===== src/design/cap_regs.svh =====
`ifndef CAP_REGS_SVH
`define CAP_REGS_SVH
`define CAP_NUM_CH      3
`define CAP_ADDR_CTRL   8'hd8
`define CAP_ADDR_CFG    8'ha1
`define CAP_ADDR_MD     8'hed
`define CAP_ADDR_CNT_LO 8'hf9
`define CAP_ADDR_CNT_HI 8'hfa
`define CAP_ADDR_MODE0  8'hda
`define CAP_ADDR_CMP0   8'he0
`define CAP_CMP_STRIDE  2
`define CAP_CTRL_CF     7
`define CAP_CTRL_CR     6
`define CAP_CFG_RELOAD_BANK_SELECT   7
`define CAP_CFG_CYCLE_OVERFLOW_IRQ_ENABLE    6
`define CAP_CFG_CYCLE_OVERFLOW_FLAG    5
`define CAP_MD_ECF      0
`define CAP_MODE_WIDE   7
`define CAP_MODE_ECOM   6
`define CAP_MODE_MAT    3
`define CAP_MODE_PWM    1
`define CAP_MODE_ECCF   0
`define CAP_CTRL_WMASK  8'hc7
`define CAP_CFG_WMASK   8'he3
`define CAP_MD_WMASK    8'h01
`define CAP_MODE_WMASK  8'hcb
`define CAP_RESET_BYTE  8'h00
`define CAP_RESET_WORD  16'h0000
`define CAP_MASK_8      16'h00ff
`define CAP_MASK_9      16'h01ff
`define CAP_MASK_10     16'h03ff
`define CAP_MASK_11     16'h07ff
`define CAP_MASK_16     16'hffff
`endif


===== src/design/cap_pkg.sv =====
`include "cap_regs.svh"
package cap_pkg;
    typedef enum logic [1:0] {
        cap_cyc_8  = 2'b00,
        cap_cyc_9  = 2'b01,
        cap_cyc_10 = 2'b10,
        cap_cyc_11 = 2'b11
    } cap_cycle_t;

    typedef enum logic [1:0] {
        cap_ch_idle  = 2'b00,
        cap_ch_short = 2'b01,
        cap_ch_wide  = 2'b10,
        cap_ch_zero  = 2'b11
    } cap_chan_t;

    function automatic logic [15:0] cap_cycle_mask(input cap_cycle_t sel);
        unique case (sel)
            cap_cyc_8:  return `CAP_MASK_8;
            cap_cyc_9:  return `CAP_MASK_9;
            cap_cyc_10: return `CAP_MASK_10;
            cap_cyc_11: return `CAP_MASK_11;
        endcase
    endfunction

    function automatic cap_chan_t cap_chan_mode(input logic [7:0] m);
        if (!m[`CAP_MODE_PWM])
            return cap_ch_idle;
        else if (!m[`CAP_MODE_ECOM])
            return cap_ch_zero;
        else if (m[`CAP_MODE_WIDE])
            return cap_ch_wide;
        else
            return cap_ch_short;
    endfunction
endpackage


===== src/design/cap_pwm_array.sv =====
`timescale 1ns/1ps
`include "cap_regs.svh"
module cap_pwm_array (
    // clock and reset
    input  logic        core_clk,
    input  logic        rst,
    // special function register bus
    input  logic [7:0]  sfr_addr,
    input  logic [7:0]  sfr_wdata,
    input  logic        sfr_wr,
    input  logic        sfr_rd,
    output logic [7:0]  sfr_rdata,
    // counter timebase, one-cycle tick
    input  logic        timebase_tick,
    // module pins and interrupt
    output logic [2:0]  module_output_pin,
    output logic        counter_array_irq
);
    import cap_pkg::*;

    localparam int NCH = `CAP_NUM_CH;

    function automatic logic [7:0] mode_addr(input int n);
        return 8'(`CAP_ADDR_MODE0 + n);
    endfunction

    function automatic logic [7:0] low_addr(input int n);
        return 8'(`CAP_ADDR_CMP0 + `CAP_CMP_STRIDE * n);
    endfunction

    function automatic logic [7:0] high_addr(input int n);
        return 8'(`CAP_ADDR_CMP0 + `CAP_CMP_STRIDE * n + 1);
    endfunction

    logic [15:0] cnt_reg;
    logic [15:0] cnt_incr;
    logic [7:0]  ctrl_reg;
    logic [7:0]  ctrl_next;
    logic [7:0]  cfg_reg;
    logic [7:0]  cfg_next;
    logic [7:0]  md_reg;
    logic [7:0]  rdata_reg;
    logic [7:0]  rdata_next;
    logic        irq_reg;
    logic        irq_next;

    logic        run;
    logic        bank_sel;
    logic        cnt_wr;
    logic        cnt_adv;
    logic        cyc_wrap;
    logic        full_wrap;
    logic        short8;
    cap_cycle_t  cyc_sel;
    logic [15:0] cyc_mask;

    logic [7:0]     ch_mode   [NCH];
    logic [15:0]    ch_cmp    [NCH];
    logic [15:0]    ch_reload [NCH];
    logic [NCH-1:0] ch_match;
    logic [NCH-1:0] ch_pin;
    logic [NCH-1:0] ch_eccf;

    assign run      = ctrl_reg[`CAP_CTRL_CR];
    assign bank_sel = cfg_reg[`CAP_CFG_RELOAD_BANK_SELECT];
    assign cyc_sel  = cap_cycle_t'(cfg_reg[1:0]);
    assign cyc_mask = cap_cycle_mask(cyc_sel);
    assign short8   = (cyc_sel == cap_cyc_8);
    assign cnt_wr   = sfr_wr && ((sfr_addr == `CAP_ADDR_CNT_LO)
                              || (sfr_addr == `CAP_ADDR_CNT_HI));

    // a software write to the counter takes the tick's place
    assign cnt_adv  = timebase_tick && run && !cnt_wr;
    assign cnt_incr = cnt_reg + 16'h0001;

    // low N bits roll over to zero: 256/512/1024/2048 ticks apart
    assign cyc_wrap  = cnt_adv
                    && ((cnt_incr & cyc_mask) == `CAP_RESET_WORD);
    assign full_wrap = cnt_adv && (cnt_incr == `CAP_RESET_WORD);

    always_ff @(posedge core_clk)
    begin
        if (rst)
            cnt_reg <= `CAP_RESET_WORD;
        else if (sfr_wr && sfr_addr == `CAP_ADDR_CNT_LO)
            cnt_reg[7:0] <= sfr_wdata;
        else if (sfr_wr && sfr_addr == `CAP_ADDR_CNT_HI)
            cnt_reg[15:8] <= sfr_wdata;
        else if (cnt_adv)
            cnt_reg <= cnt_incr;
    end

    // three modules see the same count in the same cycle
    generate
        for (genvar i = 0; i < NCH; i++)
        begin : g_ch
            cap_pwm_channel u_ch (
                .core_clk   (core_clk),
                .rst        (rst),
                .cnt_next   (cnt_incr),
                .cnt_adv    (cnt_adv),
                .cyc_wrap   (cyc_wrap),
                .full_wrap  (full_wrap),
                .cyc_mask   (cyc_mask),
                .short8     (short8),
                .wdata      (sfr_wdata),
                .bank_sel   (bank_sel),
                .wr_mode    (sfr_wr && sfr_addr == mode_addr(i)),
                .wr_low     (sfr_wr && sfr_addr == low_addr(i)),
                .wr_high    (sfr_wr && sfr_addr == high_addr(i)),
                .mode_reg   (ch_mode[i]),
                .cmp_reg    (ch_cmp[i]),
                .reload_reg (ch_reload[i]),
                .match_evt  (ch_match[i]),
                .pin_reg    (ch_pin[i])
            );
            assign ch_eccf[i] = ch_mode[i][`CAP_MODE_ECCF];
        end
    endgenerate

    // hardware sets win over a software clear in the same cycle
    always_comb
    begin
        ctrl_next = ctrl_reg;
        if (sfr_wr && sfr_addr == `CAP_ADDR_CTRL)
            ctrl_next = sfr_wdata & `CAP_CTRL_WMASK;
        if (full_wrap)
            ctrl_next[`CAP_CTRL_CF] = 1'b1;
        ctrl_next[NCH-1:0] = ctrl_next[NCH-1:0] | ch_match;
    end

    always_ff @(posedge core_clk)
    begin
        if (rst)
            ctrl_reg <= `CAP_RESET_BYTE;
        else
            ctrl_reg <= ctrl_next;
    end

    always_comb
    begin
        cfg_next = cfg_reg;
        if (sfr_wr && sfr_addr == `CAP_ADDR_CFG)
            cfg_next = sfr_wdata & `CAP_CFG_WMASK;
        if (cyc_wrap)
            cfg_next[`CAP_CFG_CYCLE_OVERFLOW_FLAG] = 1'b1;
    end

    always_ff @(posedge core_clk)
    begin
        if (rst)
            cfg_reg <= `CAP_RESET_BYTE;
        else
            cfg_reg <= cfg_next;
    end

    always_ff @(posedge core_clk)
    begin
        if (rst)
            md_reg <= `CAP_RESET_BYTE;
        else if (sfr_wr && sfr_addr == `CAP_ADDR_MD)
            md_reg <= sfr_wdata & `CAP_MD_WMASK;
    end

    // interrupt request from flags masked by their enables
    always_comb
    begin
        irq_next = (ctrl_reg[`CAP_CTRL_CF] && md_reg[`CAP_MD_ECF])
                || (cfg_reg[`CAP_CFG_CYCLE_OVERFLOW_FLAG]
                    && cfg_reg[`CAP_CFG_CYCLE_OVERFLOW_IRQ_ENABLE])
                || (|(ctrl_reg[NCH-1:0] & ch_eccf));
    end

    always_ff @(posedge core_clk)
    begin
        if (rst)
            irq_reg <= 1'b0;
        else
            irq_reg <= irq_next;
    end

    // read mux; compare addresses follow the bank select
    always_comb
    begin
        rdata_next = `CAP_RESET_BYTE;
        case (sfr_addr)
            `CAP_ADDR_CTRL:   rdata_next = ctrl_reg;
            `CAP_ADDR_CFG:    rdata_next = cfg_reg;
            `CAP_ADDR_MD:     rdata_next = md_reg;
            `CAP_ADDR_CNT_LO: rdata_next = cnt_reg[7:0];
            `CAP_ADDR_CNT_HI: rdata_next = cnt_reg[15:8];
            default:          rdata_next = `CAP_RESET_BYTE;
        endcase
        for (int i = 0; i < NCH; i++)
        begin
            if (sfr_addr == mode_addr(i))
                rdata_next = ch_mode[i];
            if (sfr_addr == low_addr(i))
                rdata_next = bank_sel ? ch_reload[i][7:0]
                                      : ch_cmp[i][7:0];
            if (sfr_addr == high_addr(i))
                rdata_next = bank_sel ? ch_reload[i][15:8]
                                      : ch_cmp[i][15:8];
        end
    end

    always_ff @(posedge core_clk)
    begin
        if (rst)
            rdata_reg <= `CAP_RESET_BYTE;
        else if (sfr_rd)
            rdata_reg <= rdata_next;
    end

    assign sfr_rdata         = rdata_reg;
    assign module_output_pin = ch_pin;
    assign counter_array_irq = irq_reg;

    count_step_a: assert property (
        @(posedge core_clk) disable iff (rst)
        cnt_adv |=> cnt_reg == $past(cnt_reg) + 16'h0001)
        else $error("counter did not step by one");
    count_hold_a: assert property (
        @(posedge core_clk) disable iff (rst)
        !run && !cnt_wr |=> $stable(cnt_reg))
        else $error("stopped counter moved");
    wrap_flag_a: assert property (
        @(posedge core_clk) disable iff (rst)
        cnt_adv && cnt_reg == `CAP_MASK_16 |=> ctrl_reg[`CAP_CTRL_CF])
        else $error("wrap flag not set");
    wrap_sticky_a: assert property (
        @(posedge core_clk) disable iff (rst)
        ctrl_reg[`CAP_CTRL_CF] && !(sfr_wr && sfr_addr == `CAP_ADDR_CTRL)
        |=> ctrl_reg[`CAP_CTRL_CF])
        else $error("wrap flag cleared by hardware");
    wrap_quiet_a: assert property (
        @(posedge core_clk) disable iff (rst)
        !ctrl_reg[`CAP_CTRL_CF] && !full_wrap
        && !(sfr_wr && sfr_addr == `CAP_ADDR_CTRL) |=> !ctrl_reg[`CAP_CTRL_CF])
        else $error("wrap flag set without a wrap");
    cycle_flag_a: assert property (
        @(posedge core_clk) disable iff (rst)
        cnt_adv && short8 && cnt_reg[7:0] == 8'hff
        |=> cfg_reg[`CAP_CFG_CYCLE_OVERFLOW_FLAG])
        else $error("cycle flag not set");
    cycle_early_a: assert property (
        @(posedge core_clk) disable iff (rst)
        cnt_adv && short8 && cnt_reg[7:0] != 8'hff
        && !cfg_reg[`CAP_CFG_CYCLE_OVERFLOW_FLAG] && !(sfr_wr && sfr_addr == `CAP_ADDR_CFG)
        |=> !cfg_reg[`CAP_CFG_CYCLE_OVERFLOW_FLAG])
        else $error("cycle flag set early");
    cycle_nine_a: assert property (
        @(posedge core_clk) disable iff (rst)
        cnt_adv && cyc_sel == cap_cyc_9 && cnt_reg[8:0] == 9'h1ff
        |=> cfg_reg[`CAP_CFG_CYCLE_OVERFLOW_FLAG])
        else $error("9-bit cycle flag not set");
    cycle_ten_a: assert property (
        @(posedge core_clk) disable iff (rst)
        cnt_adv && cyc_sel == cap_cyc_10 && cnt_reg[9:0] == 10'h3ff
        |=> cfg_reg[`CAP_CFG_CYCLE_OVERFLOW_FLAG])
        else $error("10-bit cycle flag not set");
    cycle_eleven_a: assert property (
        @(posedge core_clk) disable iff (rst)
        cnt_adv && cyc_sel == cap_cyc_11 && cnt_reg[10:0] == 11'h7ff
        |=> cfg_reg[`CAP_CFG_CYCLE_OVERFLOW_FLAG])
        else $error("11-bit cycle flag not set");
    cycle_overflow_flag_sticky_a: assert property (
        @(posedge core_clk) disable iff (rst)
        cfg_reg[`CAP_CFG_CYCLE_OVERFLOW_FLAG] && !(sfr_wr && sfr_addr == `CAP_ADDR_CFG)
        |=> cfg_reg[`CAP_CFG_CYCLE_OVERFLOW_FLAG])
        else $error("cycle flag cleared by hardware");
    event_flag_a: assert property (
        @(posedge core_clk) disable iff (rst)
        ch_match != '0
        |=> (ctrl_reg[NCH-1:0] & $past(ch_match)) == $past(ch_match))
        else $error("event flag lost");
    ccf_sticky_a: assert property (
        @(posedge core_clk) disable iff (rst)
        !(sfr_wr && sfr_addr == `CAP_ADDR_CTRL) |=> (ctrl_reg[NCH-1:0]
        & $past(ctrl_reg[NCH-1:0])) == $past(ctrl_reg[NCH-1:0]))
        else $error("event flag cleared by hardware");
    ccf_irq_a: assert property (
        @(posedge core_clk) disable iff (rst)
        (ctrl_reg[NCH-1:0] & ch_eccf) != '0 |=> counter_array_irq)
        else $error("event flag did not request irq");
    wrap_irq_a: assert property (
        @(posedge core_clk) disable iff (rst)
        ctrl_reg[`CAP_CTRL_CF] && md_reg[`CAP_MD_ECF] |=> counter_array_irq)
        else $error("wrap flag did not request irq");
    cycle_irq_a: assert property (
        @(posedge core_clk) disable iff (rst)
        cfg_reg[`CAP_CFG_CYCLE_OVERFLOW_FLAG] && cfg_reg[`CAP_CFG_CYCLE_OVERFLOW_IRQ_ENABLE]
        |=> counter_array_irq)
        else $error("cycle overflow did not request irq");
    cycle_masked_a: assert property (
        @(posedge core_clk) disable iff (rst)
        !cfg_reg[`CAP_CFG_CYCLE_OVERFLOW_IRQ_ENABLE] && !ctrl_reg[`CAP_CTRL_CF]
        && ctrl_reg[NCH-1:0] == '0 |=> !counter_array_irq)
        else $error("masked cycle flag raised irq");
    irq_quiet_a: assert property (
        @(posedge core_clk) disable iff (rst)
        !ctrl_reg[`CAP_CTRL_CF] && !cfg_reg[`CAP_CFG_CYCLE_OVERFLOW_FLAG]
        && ctrl_reg[NCH-1:0] == '0 |=> !counter_array_irq)
        else $error("irq without a flag");
    read_reload_a: assert property (
        @(posedge core_clk) disable iff (rst)
        sfr_rd && bank_sel && sfr_addr == low_addr(0)
        |=> sfr_rdata == $past(ch_reload[0][7:0]))
        else $error("reload bank not read");
    read_compare_a: assert property (
        @(posedge core_clk) disable iff (rst)
        sfr_rd && !bank_sel && sfr_addr == high_addr(0)
        |=> sfr_rdata == $past(ch_cmp[0][15:8]))
        else $error("compare bank not read");
    rdata_hold_a: assert property (
        @(posedge core_clk) disable iff (rst)
        !sfr_rd |=> $stable(sfr_rdata))
        else $error("read data moved without a read");
    pin_follows_a: assert property (
        @(posedge core_clk) disable iff (rst)
        !run ##1 !run |-> $stable(module_output_pin)
        || module_output_pin == '0)
        else $error("pin moved while stopped");
endmodule // cap_pwm_array


===== src/design/cap_pwm_channel.sv =====
`timescale 1ns/1ps
`include "cap_regs.svh"
module cap_pwm_channel (
    // clock and reset
    input  logic        core_clk,
    input  logic        rst,
    // shared counter view
    input  logic [15:0] cnt_next,
    input  logic        cnt_adv,
    input  logic        cyc_wrap,
    input  logic        full_wrap,
    input  logic [15:0] cyc_mask,
    input  logic        short8,
    // register writes
    input  logic [7:0]  wdata,
    input  logic        bank_sel,
    input  logic        wr_mode,
    input  logic        wr_low,
    input  logic        wr_high,
    // state
    output logic [7:0]  mode_reg,
    output logic [15:0] cmp_reg,
    output logic [15:0] reload_reg,
    output logic        match_evt,
    output logic        pin_reg
);
    import cap_pkg::*;

    cap_chan_t   mode;
    logic        wide;
    logic        active;
    logic        wrap;
    logic        hit;
    logic [15:0] mask;
    logic [15:0] fresh;
    logic [15:0] ref_val;

    assign mode   = cap_chan_mode(mode_reg);
    assign wide   = (mode == cap_ch_wide);
    assign active = wide || (mode == cap_ch_short);
    assign mask   = wide ? `CAP_MASK_16 : cyc_mask;
    assign wrap   = active && (wide ? full_wrap : cyc_wrap);
    // 8-bit mode reloads low from high; 9- to 11-bit modes take the reload bank
    assign fresh  = short8 ? {cmp_reg[15:8], cmp_reg[15:8]} : reload_reg;
    // compare against the value reloaded at this very wrap
    assign ref_val = (wrap && !wide) ? fresh : cmp_reg;
    assign hit = active && cnt_adv
              && ((cnt_next & mask) == (ref_val & mask));
    assign match_evt = hit && mode_reg[`CAP_MODE_MAT];

    always_ff @(posedge core_clk)
    begin
        if (rst)
            pin_reg <= 1'b0;
        else if (!active)
            pin_reg <= 1'b0;
        else if (hit)
            pin_reg <= 1'b1;
        else if (wrap)
            pin_reg <= 1'b0;
    end

    always_ff @(posedge core_clk)
    begin
        if (rst)
            mode_reg <= `CAP_RESET_BYTE;
        else if (wr_mode)
            mode_reg <= wdata & `CAP_MODE_WMASK;
        else if (wr_low && !bank_sel)
            mode_reg[`CAP_MODE_ECOM] <= 1'b0;
        else if (wr_high && !bank_sel)
            mode_reg[`CAP_MODE_ECOM] <= 1'b1;
    end

    always_ff @(posedge core_clk)
    begin
        if (rst)
            cmp_reg <= `CAP_RESET_WORD;
        else
        begin
            if (wrap && !wide)
                cmp_reg <= fresh;
            if (wr_low && !bank_sel)
                cmp_reg[7:0] <= wdata;
            if (wr_high && !bank_sel)
                cmp_reg[15:8] <= wdata;
        end
    end

    always_ff @(posedge core_clk)
    begin
        if (rst)
            reload_reg <= `CAP_RESET_WORD;
        else if (wr_low && bank_sel)
            reload_reg[7:0] <= wdata;
        else if (wr_high && bank_sel)
            reload_reg[15:8] <= wdata;
    end

    rise_on_match_a: assert property (
        @(posedge core_clk) disable iff (rst)
        hit |=> pin_reg)
        else $error("pin did not rise on match");
    fall_on_wrap_a: assert property (
        @(posedge core_clk) disable iff (rst)
        wrap && !hit |=> !pin_reg)
        else $error("pin did not fall");
    low_when_off_a: assert property (
        @(posedge core_clk) disable iff (rst)
        (mode == cap_ch_zero) |=> !pin_reg)
        else $error("pin high");
    ecom_low_write_a: assert property (
        @(posedge core_clk) disable iff (rst)
        wr_low && !bank_sel && !wr_mode |=> !mode_reg[`CAP_MODE_ECOM])
        else $error("low write left comparator on");
    reload_eight_a: assert property (
        @(posedge core_clk) disable iff (rst)
        wrap && short8 && !wide && !wr_low && !wr_high
        |=> cmp_reg[7:0] == $past(cmp_reg[15:8]))
        else $error("8-bit reload missed");
endmodule // cap_pwm_channel


===== config.mk =====
export PLATFORM = sky130hd
export DESIGN_NAME = cap_pwm_array
export DESIGN_NICKNAME = d
export VERILOG_FILES = /design/src/design/cap_pkg.sv /design/src/design/cap_pwm_array.sv /design/src/design/cap_pwm_channel.sv
export VERILOG_INCLUDE_DIRS = /design/src /design/src/design
export SDC_FILE = /design/constraint.sdc
export NUM_CORES = 1
export LEC_CHECK = 0
export BUFFER_PORTS_ARGS = -buffer_cell sky130_fd_sc_hd__buf_2
export CAP_MARGIN = 5
export CORE_MARGIN = 2
export CORE_UTILIZATION = 35
export CTS_CLUSTER_SIZE = 10
export DETAILED_ROUTE_END_ITERATION = 8
export RECOVER_POWER = 50
export SLEW_MARGIN = 0
export SYNTH_ARGS = -nofsm -noshare
export SYNTH_HDL_FRONTEND = slang
export SYNTH_SLANG_ARGS = --single-unit

===== constraint.sdc =====
create_clock -name core_clk -period 4 [get_ports core_clk]
set_clock_uncertainty 0.2 [all_clocks]
set_input_delay 0.8 -clock core_clk [delete_from_list [all_inputs] [get_ports core_clk]]
set_output_delay 0.8 -clock core_clk [all_outputs]
set_load 0.05 [all_outputs]

==> summary.md <==
| Metric | Value |
|---|---|
| Total power draw | `~3500 uW` |
| Post-Place Cells | `1691` |
| Max Transition Viols Final | `0` |
| CTS tree | `done` |
| All-Layer GR Usage | `0.281` |
| Synthesized Nets | `roughly 1.3k` |
| Minimum hold slack | `around 270 ps` |
| Worst slew pin tran | `between 900 and 1000 ps` |
| Chip Height | `171 microns` |
| Share of the yosys chip area belonging to registers | `0.307` |
| Hold path start | `sfr_rdata[5]` |
| PD cells | `slightly above 300 mW/mm^2` |
| Share of layout cells above drive strength 1 | `0.127` |
| Setup violations, final | `0` |
| Antenna viol nets, final | `0` |
| First-pass GRT wire length | `~60000 microns` |
| Final Routed Wirelength | `40900 microns` |
| Grt total ovfl | `0` |
| Area grow syn2layout | `16.4%` |
| Num ports | `33` |
| CTS HTree Levels | `4` |
| DP Worst Slack | `-185 ps` |
| Yosys warnings | `0` |
| Row cnt | `between 60 and 70` |
| Post-CTS Setup Bufs | `0` |
| Max clock buf depth | `2` |
| Critical R2R Launch | `cnt_reg[0]` |
| Port Buffer Count | `32` |
| Reg-to-reg endpoint | `g_ch[1].u_ch.pin_reg` |
| Critical path launch point type | `flip-flop` |
| Pleak | `around 0.0040 uW` |
| Fin worst setup slack | `approximately 140 ps` |
| #FFs+latches synth | `150` |
| Drt pass-1 iters | `7` |
| Core area | `about 0.028 sq mm` |
| Min-Delay Path Depth | `2` |
| Min-Delay Endpoint | `sfr_rdata[5]` |
| Largest net degree at the start of global routing | `60` |
| Hpwl dp | `around 30000 microns` |
| Number of synthesized flops with an enable pin | `0` |
| Num CTS Buffers | `17` |
| Yosys cell types | `76` |
| Final worst path period need | `around 3900 ps` |
| Fin cells | `between 1.5k and 2k` |
| Number of remaining DRC errors | `0` |
| Vias/cell | `5.93` |
| DRT iter0 DRCs | `about 1.3k` |
| CP Data Required Time | `~4200 ps` |
| Hold-fix buffers at CTS | `0` |
| Crit Path Max Fanout | `9` |
| Initial Util | `0.354` |
| Slew margin rel. | `0.344` |
| Die W | `roughly 170 microns` |
| Mapped Cells | `roughly 1.3k` |
| Sink Count | `150` |
| Class of the worst hold path | `flip-flop to flip-flop` |
| Fillers | `2903` |
| Async SR Flop Fraction | `0` |
| Die area | `about 0.029 sq mm` |
| Endpoint class of the critical path | `flip-flop` |
| Area of the mapped netlist | `between 0.009 and 0.01 sq mm` |
| Clk pin slew, worst setup/hold paths | `~80 ps` |
| Setup Crit Path Kind | `flip-flop to flip-flop` |
| Avg Cell Area, Syn | `7.60 sq um` |
| Root buffer cell | `clkbuf_16` |
| Clock Latency Late Sink | `about 440 ps` |
| GP Congestion | `between 1 and 1.5` |
| Layout Nets | `1356` |
| Reg2reg path depth | `10` |
| Crit path DAT | `approximately 4000 ps` |
| Final instance area | `0.0114 sq mm` |
| Fmax | `between 200 and 300 MHz` |
| Ys flop type | `dfxtp_1` |
| Crit share post-route | `0.964` |
| Placed cell area | `approximately 0.011 sq mm` |
| Antenna violations before repair | `0` |
| Vias in the first global route | `roughly 9.4k` |
| DR vias | `about 10k` |
| Run status | `completed` |
| FF-to-FF setup slack | `140 ps` |
| Total of max-cap violations | `0` |
| Peak supply drop | `~270 uV` |
| Hold Vio Cnt, Final | `0` |
| Wirelength per Cell | `about 24 microns` |
[synth_stat cells, types with 13 or more instances]
| cell | number | share of area |
|---|---|---|
| a211oi_1 | 34 | 0.026 |
| a21oi_1 | 118 | 0.060 |
| a221oi_1 | 13 | 0.012 |
| clkbuf_1 | 78 | 0.030 |
| dfxtp_1 | 150 | 0.31 |
| mux2i_1 | 119 | 0.12 |
| nand2_1 | 187 | 0.072 |
| nand2b_1 | 16 | 0.010 |
| nand3_1 | 32 | 0.016 |
| nor2_1 | 146 | 0.056 |
| nor3_1 | 29 | 0.015 |
| nor4_1 | 13 | 0.0083 |
| o21ai_0 | 66 | 0.034 |
| o22ai_1 | 14 | 0.0090 |
| or3_1 | 13 | 0.0083 |
| xnor2_1 | 31 | 0.028 |
| xor2_1 | 15 | 0.013 |
[where the power goes]
part / switching, uW / total [uW] / internal, uW
Clock: 723 / 1800 / 1070
Sequential: 3.89 / 1500 / 1500
Combinational: 122 / 155 / 32.5
[area by class of cell]
cell class | count | area, sq um | area share
diodes | 1 | 2.50 | 0.000220
clock buffers | 19 | 443 | 0.0389
clock inverters | 13 | 195 | 0.0172
inverters | 12 | 45.0 | 0.00396
multi-input cells | 1022 | 6340 | 0.557
flip-flops and latches | 150 | 3000 | 0.264
well taps | 378 | 473 | 0.0416
repair buffers | 129 | 871 | 0.0766
[layer usage]
metal	GRT usage	share of wire	wire (microns)	vias up
met5	0	0	0	-
met4	0.102	0.036	1450	0
met1	0.381	0.44	17900	4906
li1	-	-	-	4752
met2	0.449	0.45	18300	476
met3	0.0481	0.080	3270	83
[critical path, cell delays in order, from the launching register on]
cell and delay [ps]:
dfxtp_1 380, ha_2 230, nand4_4 200, o31ai_4 290, a21oi_1 130, or2_4 300
or4b_1 590, mux2_4 330, or4_1 490, or4_1 440, a211oi_2 180
[placed cells by master (no fill, tap or decap), types with 10 or more instances in the layout]
cell type | Yosys | routed
nand2_1 | 187 | 187
dfxtp_1 | 150 | 149
nor2_1 | 146 | 145
mux2i_1 | 119 | 119
a21oi_1 | 118 | 118
buf_4 | 8 | 84
o21ai_0 | 66 | 65
a211oi_1 | 34 | 34
nand3_1 | 32 | 32
xnor2_1 | 31 | 31
nor3_1 | 29 | 29
clkbuf_1 | 78 | 27
clkbuf_16 | 0 | 17
nand2b_1 | 16 | 16
xor2_1 | 15 | 15
buf_2 | 5 | 15
o22ai_1 | 14 | 14
or3_1 | 13 | 13
a221oi_1 | 13 | 13
inv_1 | 12 | 12
nor4_1 | 13 | 11
or2_2 | 10 | 10
[worst max path at each step]
stage	endpoint	start	cells after the start	slack, ps
6_report	g_ch[1].u_ch.pin_reg	cnt_reg[0]	10	140
5_1_grt	g_ch[1].u_ch.pin_reg	cnt_reg[0]	10	-4
4_1_cts	g_ch[1].u_ch.pin_reg	cnt_reg[0]	10	70
3_5_place_dp	g_ch[1].u_ch.pin_reg	sfr_addr[0]	11	-180
3_3_place_gp	g_ch[1].u_ch.pin_reg	sfr_addr[0]	11	-200
2_1_floorplan	g_ch[0].u_ch.pin_reg	sfr_addr[1]	11	70
[cells by family after synthesis]
logic type	count (synthesis)	synth area share
compound gates	338	0.225
xor+xnor	47	0.0437
fa+ha+maj	3	0.00384
buf+inv	113	0.0479
flops	150	0.307
mux	126	0.130
simple gates	508	0.242
[per-stage QoR]
stage / setup TNS, ps / util
floorplan: 0 / -
global placement: -418 / 0.390
detailed placement: -449 / 0.390
CTS: 0 / 0.413
global route: -3.55 / 0.412
finish: 0 / 0.412
[timing repair]
action,CTS,global route
hold endpoints to repair,0,0
resized for setup,0,8
endpoints found under the setup margin,0,4
(Power assumes the default switching activity.)
